### src/eebl_pkg.sv
// Constants and types shared by the emulator event and breakpoint logic
package eebl_pkg;

    // Geometry
    localparam int          LEVELS      = 2;
    localparam int          CMP_PER_LVL = 2;
    localparam int          RPT_W       = 16;
    localparam int          DATA_W      = 16;
    localparam int          RANGE_W     = 16;

    // Range mask reaches at most 64K
    localparam logic [RANGE_W-1:0] RANGE_LIMIT = 16'hFFFF;

    // Data value mask selections
    localparam logic [1:0]  DV_SEL_LOW  = 2'h0;
    localparam logic [1:0]  DV_SEL_HIGH = 2'h1;
    localparam logic [DATA_W-1:0] DV_MASK_LOW  = 16'h00FF;
    localparam logic [DATA_W-1:0] DV_MASK_HIGH = 16'hFF00;
    localparam logic [DATA_W-1:0] DV_MASK_WORD = 16'hFFFF;

    // Dependency selections
    localparam logic [1:0]  DEP_NONE    = 2'h0;
    localparam logic [1:0]  DEP_EXT_IN  = 2'h1;
    localparam logic [1:0]  DEP_OTHER   = 2'h2;

    // Interrupt level field of the cpu status word
    localparam int          ILVL_LSB    = 12;
    localparam int          ILVL_W      = 4;

    // Reset values
    localparam logic [RPT_W-1:0] CNT_RESET = 16'h0000;

    // Trigger output modes, one-hot so hold and follow cannot both be chosen
    typedef enum logic [2:0] {
        EEBL_OUT_PULSE  = 3'h1,
        EEBL_OUT_HOLD   = 3'h2,
        EEBL_OUT_FOLLOW = 3'h4
    } eebl_out_mode_e;

    typedef struct packed {
        logic                        sync1;
        logic                        sync2;
        logic                        latched;
        logic [LEVELS-1:0][RPT_W-1:0] cnt;
        logic [LEVELS-1:0]           fire;
        logic                        halt_before;
        logic                        halt_now;
        logic                        evout;
    } eebl_state_s;

endpackage : eebl_pkg

### src/eebl_top.sv
// Two-level event and breakpoint logic watching target fetches and data cycles
`timescale 1ns/1ps
module eebl_top #(
    parameter int ADDR_W = 24
) (
    // Clock and reset
    input  wire logic                                   clock,
    input  wire logic                                   rst,
    // Target instruction fetch
    input  wire logic                                   fetch_valid,
    input  wire logic [ADDR_W-1:0]                      fetch_addr,
    // Target data cycle
    input  wire logic                                   data_valid,
    input  wire logic                                   data_write,
    input  wire logic [ADDR_W-1:0]                      data_addr,
    input  wire logic [eebl_pkg::DATA_W-1:0]            data_wdata,
    input  wire logic [15:0]                            cpu_status_word,
    // Fetch comparators [level][comparator]
    input  wire logic [1:0][1:0]                        ia_en,
    input  wire logic [1:0][1:0][ADDR_W-1:0]            ia_addr,
    input  wire logic [1:0][1:0][eebl_pkg::RANGE_W-1:0] ia_mask,
    // Data comparators [level][comparator]
    input  wire logic [1:0][1:0]                        da_en,
    input  wire logic [1:0][1:0]                        da_on_read,
    input  wire logic [1:0][1:0]                        da_on_write,
    input  wire logic [1:0][1:0][ADDR_W-1:0]            da_addr,
    input  wire logic [1:0][1:0][eebl_pkg::RANGE_W-1:0] da_mask,
    input  wire logic [1:0][1:0]                        dv_en,
    input  wire logic [1:0][1:0]                        dv_or,
    input  wire logic [1:0][1:0][eebl_pkg::DATA_W-1:0]  dv_value,
    input  wire logic [1:0][1:0][1:0]                   dv_mask_sel,
    // Level actions
    input  wire logic [1:0]                             brk_before,
    input  wire logic [1:0]                             brk_now,
    input  wire logic [1:0]                             out_on,
    input  wire logic [1:0]                             out_off,
    input  wire logic [1:0][eebl_pkg::RPT_W-1:0]        rpt_count,
    input  wire logic [1:0][1:0]                        depend,
    input  wire logic [1:0]                             prio_en,
    input  wire logic [eebl_pkg::ILVL_W-1:0]            monitor_level,
    // Global control
    input  wire eebl_pkg::eebl_out_mode_e               out_mode,
    input  wire logic                                   in_latched,
    input  wire logic                                   rearm,
    // External trigger
    input  wire logic                                   event_in_pin,
    output      logic                                   event_out_pin,
    // Results
    output      logic                                   halt_before,
    output      logic                                   halt_now,
    output      logic [1:0]                             level_fire,
    output      logic                                   ext_in_level
);

    eebl_pkg::eebl_state_s st_q;
    eebl_pkg::eebl_state_s st_d;

    logic [1:0][1:0] ia_hit;
    logic [1:0][1:0] da_addr_hit;
    logic [1:0][1:0] da_hit;
    logic [1:0]      ia_any;
    logic [1:0]      cond;
    logic [1:0]      prio_ok;
    logic [1:0]      dep_ok;
    logic            ext_used;
    logic [1:0]      on_hit;
    logic [1:0]      off_hit;

    // Four address comparators per level
    for (genvar l = 0; l < eebl_pkg::LEVELS; l++) begin : g_lvl
        for (genvar k = 0; k < eebl_pkg::CMP_PER_LVL; k++) begin : g_cmp
            eebl_cmp #(.ADDR_W(ADDR_W)) u_ia (
                .en       (ia_en[l][k]),
                .valid    (fetch_valid),
                .addr     (fetch_addr),
                .ref_addr (ia_addr[l][k]),
                .mask     (ia_mask[l][k]),
                .hit      (ia_hit[l][k])
            );
            eebl_cmp #(.ADDR_W(ADDR_W)) u_da (
                .en       (da_en[l][k]),
                .valid    (data_valid && (data_write ? da_on_write[l][k]
                                                     : da_on_read[l][k])),
                .addr     (data_addr),
                .ref_addr (da_addr[l][k]),
                .mask     (da_mask[l][k]),
                .hit      (da_addr_hit[l][k])
            );
        end
    end

    assign ext_used = in_latched ? st_q.latched : st_q.sync2;

    always_comb begin
        logic [eebl_pkg::DATA_W-1:0] vmask;
        logic                        vhit;
        vmask = eebl_pkg::DV_MASK_WORD;
        vhit  = 1'b0;
        for (int l = 0; l < eebl_pkg::LEVELS; l++) begin
            for (int k = 0; k < eebl_pkg::CMP_PER_LVL; k++) begin
                case (dv_mask_sel[l][k])
                    eebl_pkg::DV_SEL_LOW:  vmask = eebl_pkg::DV_MASK_LOW;
                    eebl_pkg::DV_SEL_HIGH: vmask = eebl_pkg::DV_MASK_HIGH;
                    default:               vmask = eebl_pkg::DV_MASK_WORD;
                endcase
                // Value compare only means anything on a write
                vhit = data_valid && data_write && da_en[l][k]
                       && (((data_wdata ^ dv_value[l][k]) & vmask) == '0);
                if (!dv_en[l][k]) begin
                    da_hit[l][k] = da_addr_hit[l][k];
                end else if (dv_or[l][k]) begin
                    da_hit[l][k] = da_addr_hit[l][k] || vhit;
                end else begin
                    da_hit[l][k] = da_addr_hit[l][k] && vhit;
                end
            end
            ia_any[l] = |ia_hit[l];
            case (depend[l])
                eebl_pkg::DEP_EXT_IN: dep_ok[l] = ext_used;
                eebl_pkg::DEP_OTHER:  dep_ok[l] = st_q.fire[1-l];
                default:              dep_ok[l] = 1'b1;
            endcase
            cond[l]    = (ia_any[l] || (|da_hit[l])) && dep_ok[l];
            prio_ok[l] = !prio_en[l]
                         || (cpu_status_word[eebl_pkg::ILVL_LSB +: eebl_pkg::ILVL_W]
                             < monitor_level);
        end
    end

    always_comb begin
        logic [eebl_pkg::RPT_W-1:0] nxt;
        nxt  = eebl_pkg::CNT_RESET;
        st_d = st_q;
        st_d.sync1 = event_in_pin;
        st_d.sync2 = st_q.sync1;
        // Rearm clears; a fresh assertion in the same cycle still wins
        if (rearm) begin
            st_d.latched = 1'b0;
        end
        if (st_q.sync2) begin
            st_d.latched = 1'b1;
        end
        for (int l = 0; l < eebl_pkg::LEVELS; l++) begin
            nxt = st_q.cnt[l] + 16'h0001;
            st_d.fire[l] = 1'b0;
            if (rearm) begin
                st_d.cnt[l] = eebl_pkg::CNT_RESET;
            end else if (cond[l] && rpt_count[l] != '0) begin
                if (nxt >= rpt_count[l]) begin
                    st_d.fire[l] = 1'b1;
                    st_d.cnt[l]  = eebl_pkg::CNT_RESET;
                end else begin
                    st_d.cnt[l] = nxt;
                end
            end
            on_hit[l]  = st_d.fire[l] && out_on[l];
            off_hit[l] = st_d.fire[l] && out_off[l];
        end
        // Only a fetch match can stop before the instruction runs
        st_d.halt_before = |(st_d.fire & brk_before & ia_any & prio_ok);
        st_d.halt_now    = |(st_d.fire & brk_now & prio_ok);
        case (out_mode)
            eebl_pkg::EEBL_OUT_HOLD: begin
                if (|off_hit) begin
                    st_d.evout = 1'b0;
                end
                if (|on_hit) begin
                    st_d.evout = 1'b1;
                end
            end
            eebl_pkg::EEBL_OUT_FOLLOW: st_d.evout = |on_hit;
            default:                   st_d.evout = |st_d.fire;
        endcase
    end

    always_ff @(posedge clock or posedge rst) begin
        if (rst) begin
            st_q <= '0;
        end else begin
            st_q <= st_d;
        end
    end

    assign event_out_pin = st_q.evout;
    assign halt_before   = st_q.halt_before;
    assign halt_now      = st_q.halt_now;
    assign level_fire    = st_q.fire;
    assign ext_in_level  = st_q.sync2;
endmodule : eebl_top

### src/eebl_cmp.sv
// Address comparator with optional range mask
`timescale 1ns/1ps
module eebl_cmp #(
    parameter int ADDR_W = 24
) (
    // Qualification
    input  wire logic                           en,
    input  wire logic                           valid,
    // Compare
    input  wire logic [ADDR_W-1:0]              addr,
    input  wire logic [ADDR_W-1:0]              ref_addr,
    input  wire logic [eebl_pkg::RANGE_W-1:0]   mask,
    // Result
    output      logic                           hit
);

    logic [ADDR_W-1:0] care;

    // Mask bits above 64K are ignored, so the range cannot grow past it
    always_comb begin
        care = '1;
        care[eebl_pkg::RANGE_W-1:0] = ~(mask & eebl_pkg::RANGE_LIMIT);
        hit  = en && valid && (((addr ^ ref_addr) & care) == '0);
    end

endmodule : eebl_cmp

### config.mk
export PLATFORM = sky130hd
export DESIGN_NAME = eebl_top
export DESIGN_NICKNAME = d
export VERILOG_FILES = /design/src/eebl_pkg.sv /design/src/eebl_top.sv /design/src/eebl_cmp.sv
export SDC_FILE = /design/constraint.sdc
export NUM_CORES = 1
export LEC_CHECK = 0
export BUFFER_PORTS_ARGS = -buffer_cell sky130_fd_sc_hd__buf_2
export CORE_AREA = 2 2 219 221
export DETAILED_ROUTE_END_ITERATION = 12
export DIE_AREA = 0 0 221 223
export HOLD_SLACK_MARGIN = 0.12
export RECOVER_POWER = 25
export SETUP_SLACK_MARGIN = 0.1
export SLEW_MARGIN = 20
export SYNTH_ARGS = -nofsm -noshare
export SYNTH_HDL_FRONTEND = slang
export SYNTH_SLANG_ARGS = --single-unit
### constraint.sdc
create_clock -name clock -period 5 [get_ports clock]
set_input_delay 0 -clock clock [delete_from_list [all_inputs] [get_ports clock]]
set_output_delay 0 -clock clock [all_outputs]
set_load 0.02 [all_outputs]
==> metrics.md, run 1 <==
| Metric | Value |
|---|---|
| PortBufs | `550` |
| Main flop type after synthesis | `dfrtp_1` |
| Multi-input gate area | `0.00569 sq mm` |
| Rel. slew slack | `-0.543` |
| Syn-to-layout area delta | `48.1%` |
| Sw frac | `0.350` |
| Worst Tran Pin Value | `2310 ps` |
| Hold slack | `157 ps` |
| Skew-Pair Late Insertion Delay | `around 290 ps` |
| Fill cells | `5259` |
| Cell Pwr Density | `131 mW/mm^2` |
| Vias | `8921` |
| DPL Wire Length | `35.8 mm` |
| Hold/Removal Path Class | `input pin to register` |
| Failing checks | `max-capacitance violations, max-slew violations` |
| RSZ-0062 raised after global routing | `true` |
| Flop pwr share | `0.233` |
| Worst Path Max Fanout | `5` |
| Skew final | `10.5 ps` |
| Die Width | `221 um` |
| Post-layout util | `0.227` |
| CP max stage delay | `580 ps` |
| Mean Syn Cell Area | `7.74 sq um` |
| Worst EP arrival | `4740 ps` |
| #FFs+latches synth | `40` |
| Status | `finished, violations left` |
| Sink Count | `40` |
| Req. time, crit path | `5170 ps` |
| H-Tree Depth | `2` |
| Post-route ant nets | `0` |
| FP Rows | `80` |
| Yosys warns | `0` |
| Post-route minimum period | `4560 ps` |
| CP cell instances | `ha_1 > nand3_1 > nor2_1 > and3_1 > and3_1 > nor2b_1 > or2_2 > ha_1 > a21o_1 > a21oi_1 > o211ai_1 > a211oi_1 > nor3_2 > o31ai_1 > dlygate4sd3_1 > o211ai_1 > dlygate4sd3_1` |
| Initial DRC count | `368` |
| Clock Path Buffers | `2` |
| Num CTS Buffers | `5` |
| Max-cap violation count | `1` |
| Worst vdd ir | `0.104 mV` |
| Vias in the first global route | `about 9400` |
| Layout cells sized above 1 | `0.405` |
| CTS root buffer | `clkbuf_16` |
| Synthesized net count | `around 1500` |
| # DRC | `0` |
| DR WL/cell | `~19 um` |
| Post-Synthesis Cell Area | `0.00723 sq mm` |
| Psw | `0.491 mW` |
| Core Region | `0.0471 sq mm` |
| Post-synth cell types | `64` |
| Final GP Congestion | `approximately 0.98` |
| FF-to-FF path depth | `17` |
| Hold depth | `2` |
| Cell taking the most area after synthesis | `xnor2_1` |
| Post-synth top cells | `xnor2_1 (270), o22ai_1 (62), inv_1 (49)` |
| Final count of pins violating max slew | `41` |
| Area contributors post-synth | `xnor2_1 (33%), dfrtp_1 (14%), ha_1 (7.1%)` |
| Most frequent cell after synthesis | `xnor2_1` |
| Initial antenna violation count | `10` |
| Post-DR vias/cell | `4.35` |
| I/O Pins | `563` |
| Combinational share of power | `0.501` |
| Synth top area share | `0.327` |
| Number of synthesized flops with an enable pin | `0` |
| F_max | `219 MHz` |
| Cell count along the critical path | `17` |
| Type of origin of the critical path | `register` |
| WP buf/inv | `2` |
| Fin. Hold Viols | `0` |
| Post-Synthesis Cells | `about 930` |
| Slowest-stage cell, CP | `dlygate4sd3_1` |
| Register area share after synthesis | `0.138` |
| GRT Total Usage | `0.153` |
| Setup TNS | `0 ps` |
| Asr flop ratio synth | `1.00` |
| Top delay family on crit path | `simple AND/OR/NAND/NOR gates` |
| Total power | `approximately 1.4 mW` |
| Clk slew on worst S/H paths | `70 ps` |
| Internal Pwr Total | `0.911 mW` |
| Final WL | `around 39 mm` |
| Tcrit/Tclk final | `0.913` |
| TritonCTS clock tree | `yes` |
| First-pass DRT Iterations | `4` |
| Clk pwr share | `0.267` |
| Pin count of the biggest net entering global routing | `41` |
| Fin nets | `2031` |
| Register area | `0.00100 sq mm` |
| First-pass GRT wire length | `56.8 mm` |
| Final Setup Violations | `0` |
| Die Ht | `223 um` |
| CP Capture Type | `register` |
| Die area | `about 0.05 sq mm` |
| Pleak | `4.85 nW` |
| Setup Crit Path Kind | `register to register` |
| Total gr overflow | `0` |
| Initial core utilization | `0.153` |
-- per-layer routing --
metal	track usage	vias to the layer above	share of wire	wire length, um
met5	0	-	0.00061	24
met4	0.0509	4	0.032	1250
met3	0.0221	48	0.053	2090
met2	0.295	418	0.52	20600
met1	0.170	4154	0.39	15400
li1	-	4297	-	-
-- through the flow --
| step | setup WS, ps | cells | area, sq um |
|---|---|---|---|
| after floorplan | 1580 | 934 | 7230 |
| after global placement | 1060 | 2032 | 10500 |
| after detailed placement | 1040 | 2032 | 10500 |
| after CTS | 356 | 2049 | 10700 |
| after global routing | 56.3 | 2053 | 10700 |
| final | 436 | 2053 | 10700 |
-- layout by cell type, fill, tap and decap left out, types with 10 or more instances in the layout --
cell,Yosys,routed
a21o_1,13,13
a21oi_1,16,16
buf_2,37,545
dfrtp_1,40,40
ha_1,41,41
inv_1,49,49
nand2_1,44,44
nand2b_1,10,10
nand3_1,39,39
nand4_1,43,43
nor2_1,42,42
nor2b_1,14,14
nor3_1,15,14
nor4_1,31,31
o22ai_1,62,62
xnor2_1,270,270
-- flip-flops by register name, indices dropped and copies added (netlist names) --
name           cells
halt_before        1
ext_in_level       1
level_fire         2
halt_now           1
st_q              33
event_out_pin      1
st_d               1
-- final timing paths --
path	startpoint	endpoint	slack [ps]
worst max-delay path	st_q[5]$_DFFE_PP0P_	event_out_pin$_DFFE_PP0P_	440
worst min-delay path	rearm	level_fire[1]$_DFF_PP0_	160
worst max register to register	st_q[5]$_DFFE_PP0P_	event_out_pin$_DFFE_PP0P_	440
worst min register to register	st_d[38]$_DFF_PP0_	ext_in_level$_DFF_PP0_	420
max in group asynchronous	rst	st_q[7]$_DFFE_PP0P_	2560
min in group asynchronous	rst	st_q[21]$_DFFE_PP0P_	1120
-- cell type report --
type	instances	share of cell area
multi-input combinational	769	0.531
timing repair buffer	566	0.269
sequential	40	0.0934
tap	615	0.0718
inverter	51	0.0179
clock buffer	6	0.0120
clock inverter	2	0.00327
antenna	4	0.000934
-- worst reg2reg max path: stages, from the launching register on --
cell and delay (ps):
dfrtp_1 420, ha_1 250, nand3_1 130, nor2_1 70
and3_1 200, and3_1 220, nor2b_1 160, or2_2 290
ha_1 290, a21o_1 160, a21oi_1 140, o211ai_1 120
a211oi_1 460, nor3_2 160, o31ai_1 110, dlygate4sd3_1 570
o211ai_1 80, dlygate4sd3_1 580
-- power by group through the flow --
stage	clock [mW]	sequential (mW)	combinational, mW
6_report	0.374	0.326	0.702
5_1_grt	0.400	0.326	0.760
4_1_cts	0.386	0.326	0.708
3_5_place_dp	0	0.332	0.701
3_3_place_gp	0	0.332	0.694
2_1_floorplan	0	0.332	0.349
-- timing repair --
action | in CTS | in global routing
hold endpoints to repair | 44 | 0
gates resized for setup | 0 | 2
endpoints found under the setup margin | 0 | 3
hold buffers | 9 | 0
setup buffers | 0 | 0
-- kinds of logic (layout without fill, tap and decap cells) --
group,Yosys count,count (layout),share of synthesized area
AOI/OAI and AO/OA,171,171,0.165
xor gates and xnor gates,277,277,0.335
adders and majority gates,41,41,0.0709
buffers and inverters,125,625,0.0763
DFF,40,40,0.138
muxes,5,5,0.00813
other,0,4,0
and+or+nand+nor,275,275,0.206
(Power assumes the default switching activity.)
==> run 2: changes to the inputs <==
--- a/config.mk
+++ b/config.mk
@@ -5,7 +5,7 @@
 export SDC_FILE = /design/constraint.sdc
 export NUM_CORES = 1
 export LEC_CHECK = 0
-export BUFFER_PORTS_ARGS = -buffer_cell sky130_fd_sc_hd__buf_2
+export BUFFER_PORTS_ARGS = -buffer_cell sky130_fd_sc_hd__buf_4
 export CORE_AREA = 2 2 219 221
 export DETAILED_ROUTE_END_ITERATION = 12
 export DIE_AREA = 0 0 221 223
==> metrics.md, run 2 (synthesis results as in run 1) <==
| Metric | Value |
|---|---|
| Top delay family on crit path | `simple AND/OR/NAND/NOR gates` |
| Final WL | `around 40 mm` |
| FF-to-FF setup slack | `480 ps` |
| Max reg flops | `33` |
| WP buf/inv | `2` |
| Type of origin of the critical path | `register` |
| Num CTS Buffers | `5` |
| H-Tree Depth | `2` |
| Vias | `a little under 9000` |
| Max-cap violation count | `1` |
| Fin. Hold Viols | `0` |
| CTS root buffer | `clkbuf_16` |
| Clock Path Buffers | `2` |
| Worst Path Max Fanout | `5` |
| Worst setup path start | `st_q[5]$_DFFE_PP0P_` |
| FF-to-FF path depth | `17` |
| Clk slew on worst S/H paths | `~60 ps` |
| Final Setup Violations | `0` |
| FP Rows | `80` |
| DPL Wire Length | `36.6 mm` |
| Pin count of the biggest net entering global routing | `41` |
| Final count of pins violating max slew | `41` |
| Status | `finished, violations left` |
| Sink Count | `40` |
| Skew final | `5.28 ps` |
| Skew-Pair Late Insertion Delay | `290 ps` |
| CP cell instances | `ha_1 > nand3_1 > nor2_1 > and3_1 > and3_1 > nor2b_1 > or2_2 > ha_1 > a21o_1 > a21oi_1 > o211ai_1 > a211oi_1 > nor3_2 > o31ai_1 > dlygate4sd3_1 > o211ai_1 > dlygate4sd3_1` |
| # DRC | `0` |
| End point of the critical path | `event_out_pin$_DFFE_PP0P_` |
| Post-DR vias/cell | `4.32` |
| Post-route ant nets | `0` |
| Failing checks | `max-capacitance violations, max-slew violations` |
| Setup Crit Path Kind | `register to register` |
| Pleak | `5.31 nW` |
| F_max | `between 200 and 250 MHz` |
| Initial antenna violation count | `2` |
| Final GP Congestion | `0.976` |
| Die Width | `221 um` |
| Syn-to-layout area delta | `66.5%` |
| Vias in the first global route | `roughly 9400` |
| First-pass DRT Iterations | `5` |
| Post-layout util | `0.255` |
| Rel. slew slack | `-0.594` |
| Most frequent cells in the layout | `buf_4 (549), xnor2_1 (270), o22ai_1 (62)` |
| Hold depth | `2` |
| Worst Tran Pin Value | `2390 ps` |
| Total gr overflow | `0` |
| DR WL/cell | `~20 um` |
| Tcrit/Tclk final | `0.904` |
| Worst vdd ir | `roughly 0.12 mV` |
| RSZ-0062 raised after global routing | `false` |
| Die Ht | `between 200 and 250 um` |
| Cell count along the critical path | `17` |
| Post-route minimum period | `roughly 4500 ps` |
| CP max stage delay | `590 ps` |
| RR Endpoint | `event_out_pin$_DFFE_PP0P_` |
| FF-to-FF Start | `st_q[5]$_DFFE_PP0P_` |
| Setup TNS | `0 ps` |
| Fin nets | `2032` |
| Layout cells sized above 1 | `0.404` |
| Cell Pwr Density | `122 mW/mm^2` |
| Hold wc startpoint | `event_in_pin` |
| Initial DRC count | `440` |
| I/O Pins | `about 560` |
| Hold/Removal Path Class | `input pin to register` |
| PortBufs | `550` |
| CP Capture Type | `register` |
| Req. time, crit path | `roughly 5200 ps` |
| ANT cells | `0` |
| Core Region | `0.0471 sq mm` |
| Commonest non-fill, non-tap cell in the layout | `buf_4` |
| Die area | `0.0493 sq mm` |
| Initial core utilization | `0.153` |
| Biggest register | `st_q` |
| First-pass GRT wire length | `57.9 mm` |
| Slowest-stage cell, CP | `dlygate4sd3_1` |
| GRT Total Usage | `0.157` |
| TritonCTS clock tree | `yes` |
| Fill cells | `5165` |
| Worst EP arrival | `4690 ps` |
run 2: cell types whose count changed in the layout (fill, tap and decap cells not counted):
cell / before / now
buf_2: 545 / 0
buf_4: 6 / 549
bufinv_16: 1 / 0
clkbuf_4: 0 / 2
diode_2: 4 / 0
dlygate4sd3_1: 9 / 10
o21ai_0: 8 / 9
o21ai_2: 1 / 0
run 2: through the flow:
step           setup slack [ps]  hold WS [ps]  instance area, sq um  instances  total power [mW]
2_1_floorplan              1580          31.4                  7230        934             0.681
4_1_cts                     365           376                 12100       2049              1.49
6_report                    482           393                 12000       2049              1.47
5_1_grt                     127           413                 12000       2049              1.55
3_3_place_gp               1240           113                 11800       2032              1.15
3_5_place_dp               1190           112                 11800       2032              1.16
run 2: what timing repair did:
action                                 4_1_cts  5_1_grt
gates resized for setup                      0        1
endpoints found under the hold margin       51        0
buffers inserted                             0        0
setup endpoints to repair                    0        1
hold buffers                                10        0
run 2: cell type report:
type | count | area (sq um) | share of cell area
flip-flops and latches | 40 | 1000 | 0.0831
clock inverters | 1 | 5.00 | 0.000415
well taps | 615 | 769 | 0.0639
repair buffers | 567 | 4260 | 0.354
clock buffers | 6 | 129 | 0.0107
multi-input cells | 769 | 5690 | 0.472
inverters | 51 | 191 | 0.0159
run 2: per-layer routing:
layer / track usage / vias up / share of wire
li1: - / 4290 / -
met1: 0.172 / 4127 / 0.38
met2: 0.305 / 397 / 0.53
met3: 0.0287 / 28 / 0.063
met4: 0.0405 / 2 / 0.027
met5: 0 / - / 0.00032
run 2: report_power, final:
part	total [mW]	internal, mW	switching, mW
Combinational	0.825	0.472	0.353
Clock	0.321	0.182	0.139
Sequential	0.326	0.325	0.00109
Total	1.47	0.978	0.494
run 2: worst reg2reg max path, cell delays in order, from the launching register on:
cell	delay [ps]
dfrtp_1	420
ha_1	240
nand3_1	130
nor2_1	80
and3_1	200
and3_1	230
nor2b_1	150
or2_2	280
ha_1	290
a21o_1	160
a21oi_1	130
o211ai_1	110
a211oi_1	450
nor3_2	160
o31ai_1	130
dlygate4sd3_1	590
o211ai_1	90
dlygate4sd3_1	570
run 2: worst min path at each step:
| stage | to | slack [ps] |
|---|---|---|
| 2_1_floorplan | st_d[38]$_DFF_PP0_ | 30 |
| 5_1_grt | st_d[38]$_DFF_PP0_ | 410 |
| 6_report | st_d[38]$_DFF_PP0_ | 390 |
| 4_1_cts | st_d[38]$_DFF_PP0_ | 380 |
| 3_3_place_gp | st_d[38]$_DFF_PP0_ | 110 |
| 3_5_place_dp | st_d[38]$_DFF_PP0_ | 110 |
==> run 3: changes to the inputs <==
--- a/config.mk
+++ b/config.mk
@@ -6,13 +6,14 @@
 export NUM_CORES = 1
 export LEC_CHECK = 0
 export BUFFER_PORTS_ARGS = -buffer_cell sky130_fd_sc_hd__buf_4
-export CORE_AREA = 2 2 219 221
+export CORE_AREA = 2 2 217 219
 export DETAILED_ROUTE_END_ITERATION = 12
-export DIE_AREA = 0 0 221 223
+export DIE_AREA = 0 0 219 221
 export HOLD_SLACK_MARGIN = 0.12
 export RECOVER_POWER = 25
 export SETUP_SLACK_MARGIN = 0.1
 export SLEW_MARGIN = 20
 export SYNTH_ARGS = -nofsm -noshare
 export SYNTH_HDL_FRONTEND = slang
+export SYNTH_HIERARCHICAL = 1
 export SYNTH_SLANG_ARGS = --single-unit
==> constraint.sdc (replaced) <==
create_clock -name clock -period 5 [get_ports clock]
set_input_delay 0.75 -clock clock [delete_from_list [all_inputs] [get_ports clock]]
set_output_delay 0.75 -clock clock [all_outputs]
set_load 0.02 [all_outputs]
==> metrics.md, run 3 <==
| Metric | Value |
|---|---|
| DPL Wire Length | `~41 mm` |
| Number of synthesized flops with an enable pin | `0` |
| Cell Pwr Density | `about 130 mW/mm^2` |
| I/O Pins | `approximately 560` |
| Synthesized net count | `1460` |
| Initial antenna violation count | `13` |
| FP Rows | `79` |
| Clk slew on worst S/H paths | `60 ps` |
| Type of origin of the critical path | `register` |
| Post-layout util | `0.259` |
| CP cell instances | `ha_1 > and3_1 > and3_1 > and4_1 > nand3_1 > xnor2_1 > ha_1 > nand4_1 > nor2_1 > o2111ai_1 > o211ai_1 > nand3_1 > o221ai_1` |
| Pin count of the biggest net entering global routing | `41` |
| Worst Path Max Fanout | `13` |
| Die area | `0.0484 sq mm` |
| Skew final | `7.37 ps` |
| Synth top area share | `0.301` |
| Total gr overflow | `0` |
| FF-to-FF Start | `st_q[21]$_DFFE_PP0P_` |
| # hold bufs at CTS | `0` |
| Fin. Hold Viols | `0` |
| Worst vdd ir | `0.130 mV` |
| First-pass GRT wire length | `between 60 and 70 mm` |
| Final GP Congestion | `0.972` |
| Setup Crit Path Kind | `register to register` |
| # resized after CTS | `0` |
| DP Area | `0.0117 sq mm` |
| Max-cap violation count | `1` |
| Yosys warns | `6` |
| Area contributors post-synth | `xnor2_1 (30%), dfrtp_1 (14%), ha_1 (7.4%)` |
| Clock Path Buffers | `2` |
| TritonCTS clock tree | `yes` |
| Post-CTS Setup Repair Bufs | `0` |
| Initial core utilization | `0.150` |
| Final Setup Violations | `0` |
| First-pass DRT Iterations | `4` |
| Final WL | `between 40 and 50 mm` |
| GRT Total Usage | `0.179` |
| Asr flop ratio synth | `1.00` |
| Vias in the first global route | `between 9000 and 10000` |
| RSZ-0062 raised after global routing | `false` |
| Post-synth cell types | `55` |
| CP max stage delay | `900 ps` |
| Post-route minimum period | `~4300 ps` |
| Sink Count | `40` |
| Die Width | `~220 um` |
| # DRC | `0` |
| Layout cells sized above 1 | `0.407` |
| Skew-Pair Late Insertion Delay | `290 ps` |
| Worst setup path start | `st_q[21]$_DFFE_PP0P_` |
| Die Ht | `221 um` |
| Non-filler instance count after layout | `2019` |
| Max reg flops | `33` |
| Worst EP arrival | `between 4000 and 5000 ps` |
| #FFs+latches synth | `40` |
| Status | `finished, violations left` |
| Cell area after layout | `0.0119 sq mm` |
| Biggest register | `st_q` |
| Fill cells | `5093` |
| PortBufs | `between 500 and 600` |
| Cell taking the most area after synthesis | `xnor2_1` |
| Register area share after synthesis | `0.145` |
| Failing checks | `max-capacitance violations, max-slew violations` |
| Post-synth top cells | `xnor2_1 (237), o22ai_1 (60), nor2_1 (57)` |
| Final count of pins violating max slew | `41` |
| Commonest non-fill, non-tap cell in the layout | `buf_4` |
| Mean Syn Cell Area | `8.01 sq um` |
| Syn-to-layout area delta | `72.8%` |
| Dpl cells | `around 2000` |
| Tcrit/Tclk final | `0.851` |
| CTS root buffer | `clkbuf_16` |
| Num CTS Buffers | `5` |
| Hold wc startpoint | `st_d[38]$_DFF_PP0_` |
| Slowest-stage cell, CP | `o211ai_1` |
| Vias | `8566` |
| Most frequent cell after synthesis | `xnor2_1` |
| Req. time, crit path | `5190 ps` |
| Fin nets | `2006` |
| Worst Tran Pin Value | `2390 ps` |
| Core Region | `0.0461 sq mm` |
| CP Capture Type | `register` |
| Rel. slew slack | `-0.592` |
| Main flop type after synthesis | `dfrtp_1` |
| Post-Synthesis Cell Area | `0.00691 sq mm` |
| Initial DRC count | `403` |
| Hold/Removal Path Class | `register to register` |
| F_max | `approximately 240 MHz` |
| Post-Synthesis Cells | `about 860` |
| DR WL/cell | `22.2 um` |
| Post-route ant nets | `0` |
| Pleak | `5.30 nW` |
| Post-DR vias/cell | `roughly 4.2` |
| Setup TNS | `0 ps` |
| Most frequent cells in the layout | `buf_4 (552), xnor2_1 (237), o22ai_1 (60)` |
| H-Tree Depth | `2` |
==> run 3: kinds of logic after synthesis <==
family          share of synthesized area
mux                                0.0230
xor+xnor                            0.361
buf+inv                            0.0428
fa+ha+maj                          0.0743
simple gates                        0.199
flops                               0.145
compound gates                      0.154
==> run 3: power breakdown <==
| group | switching, mW | total [mW] | internal (mW) |
|---|---|---|---|
| Combinational | 0.347 | 0.804 | 0.458 |
| Sequential | 0.00123 | 0.326 | 0.325 |
| Clock | 0.133 | 0.396 | 0.263 |
| Total | 0.481 | 1.53 | 1.05 |
==> run 3: routing by layer <==
metal / wire length, um / GRT usage
met1: 17600 / 0.208
met2: 24100 / 0.344
met3: 2460 / 0.0318
met4: 502 / 0.0231
met5: 93 / 0
==> run 3: critical path: cells and delay by family, from the launching register on <==
kind | cells | cell delay, ps
compound gates | 3 | 1340
simple gates | 7 | 1660
xor+xnor | 1 | 170
fa+ha+maj | 2 | 580
flops | 1 | 410
==> run 3: area by class of cell <==
class | count | area, sq um | area share
multi-input cells | 751 | 5620 | 0.470
repair buffers | 555 | 4160 | 0.349
clock buffers | 7 | 153 | 0.0128
diodes | 3 | 7.51 | 0.000629
clock inverters | 1 | 30.0 | 0.00252
well taps | 607 | 759 | 0.0636
inverters | 55 | 206 | 0.0173
flip-flops and latches | 40 | 1000 | 0.0839
==> run 3: final timing paths <==
kind / end / slack, ps / depth (start not counted)
min: ext_in_level$_DFF_PP0_ / 350 / 0
min in group asynchronous: st_q[20]$_DFFE_PP0P_ / 1340 / 3
min reg2reg: ext_in_level$_DFF_PP0_ / 350 / 0
max: event_out_pin$_DFFE_PP0P_ / 750 / 13
max in group asynchronous: st_q[24]$_DFFE_PP0P_ / 2290 / 3
max reg2reg: event_out_pin$_DFFE_PP0P_ / 750 / 13
==> run 3: through the flow <==
step / power (mW) / hold WS, ps / setup slack, ps
floorplan: 0.611 / 331 / 1640
global route: 1.61 / 355 / 403
CTS: 1.55 / 348 / 739
finish: 1.53 / 347 / 746
detailed placement: 1.15 / 335 / 685
global placement: 1.14 / 338 / 738
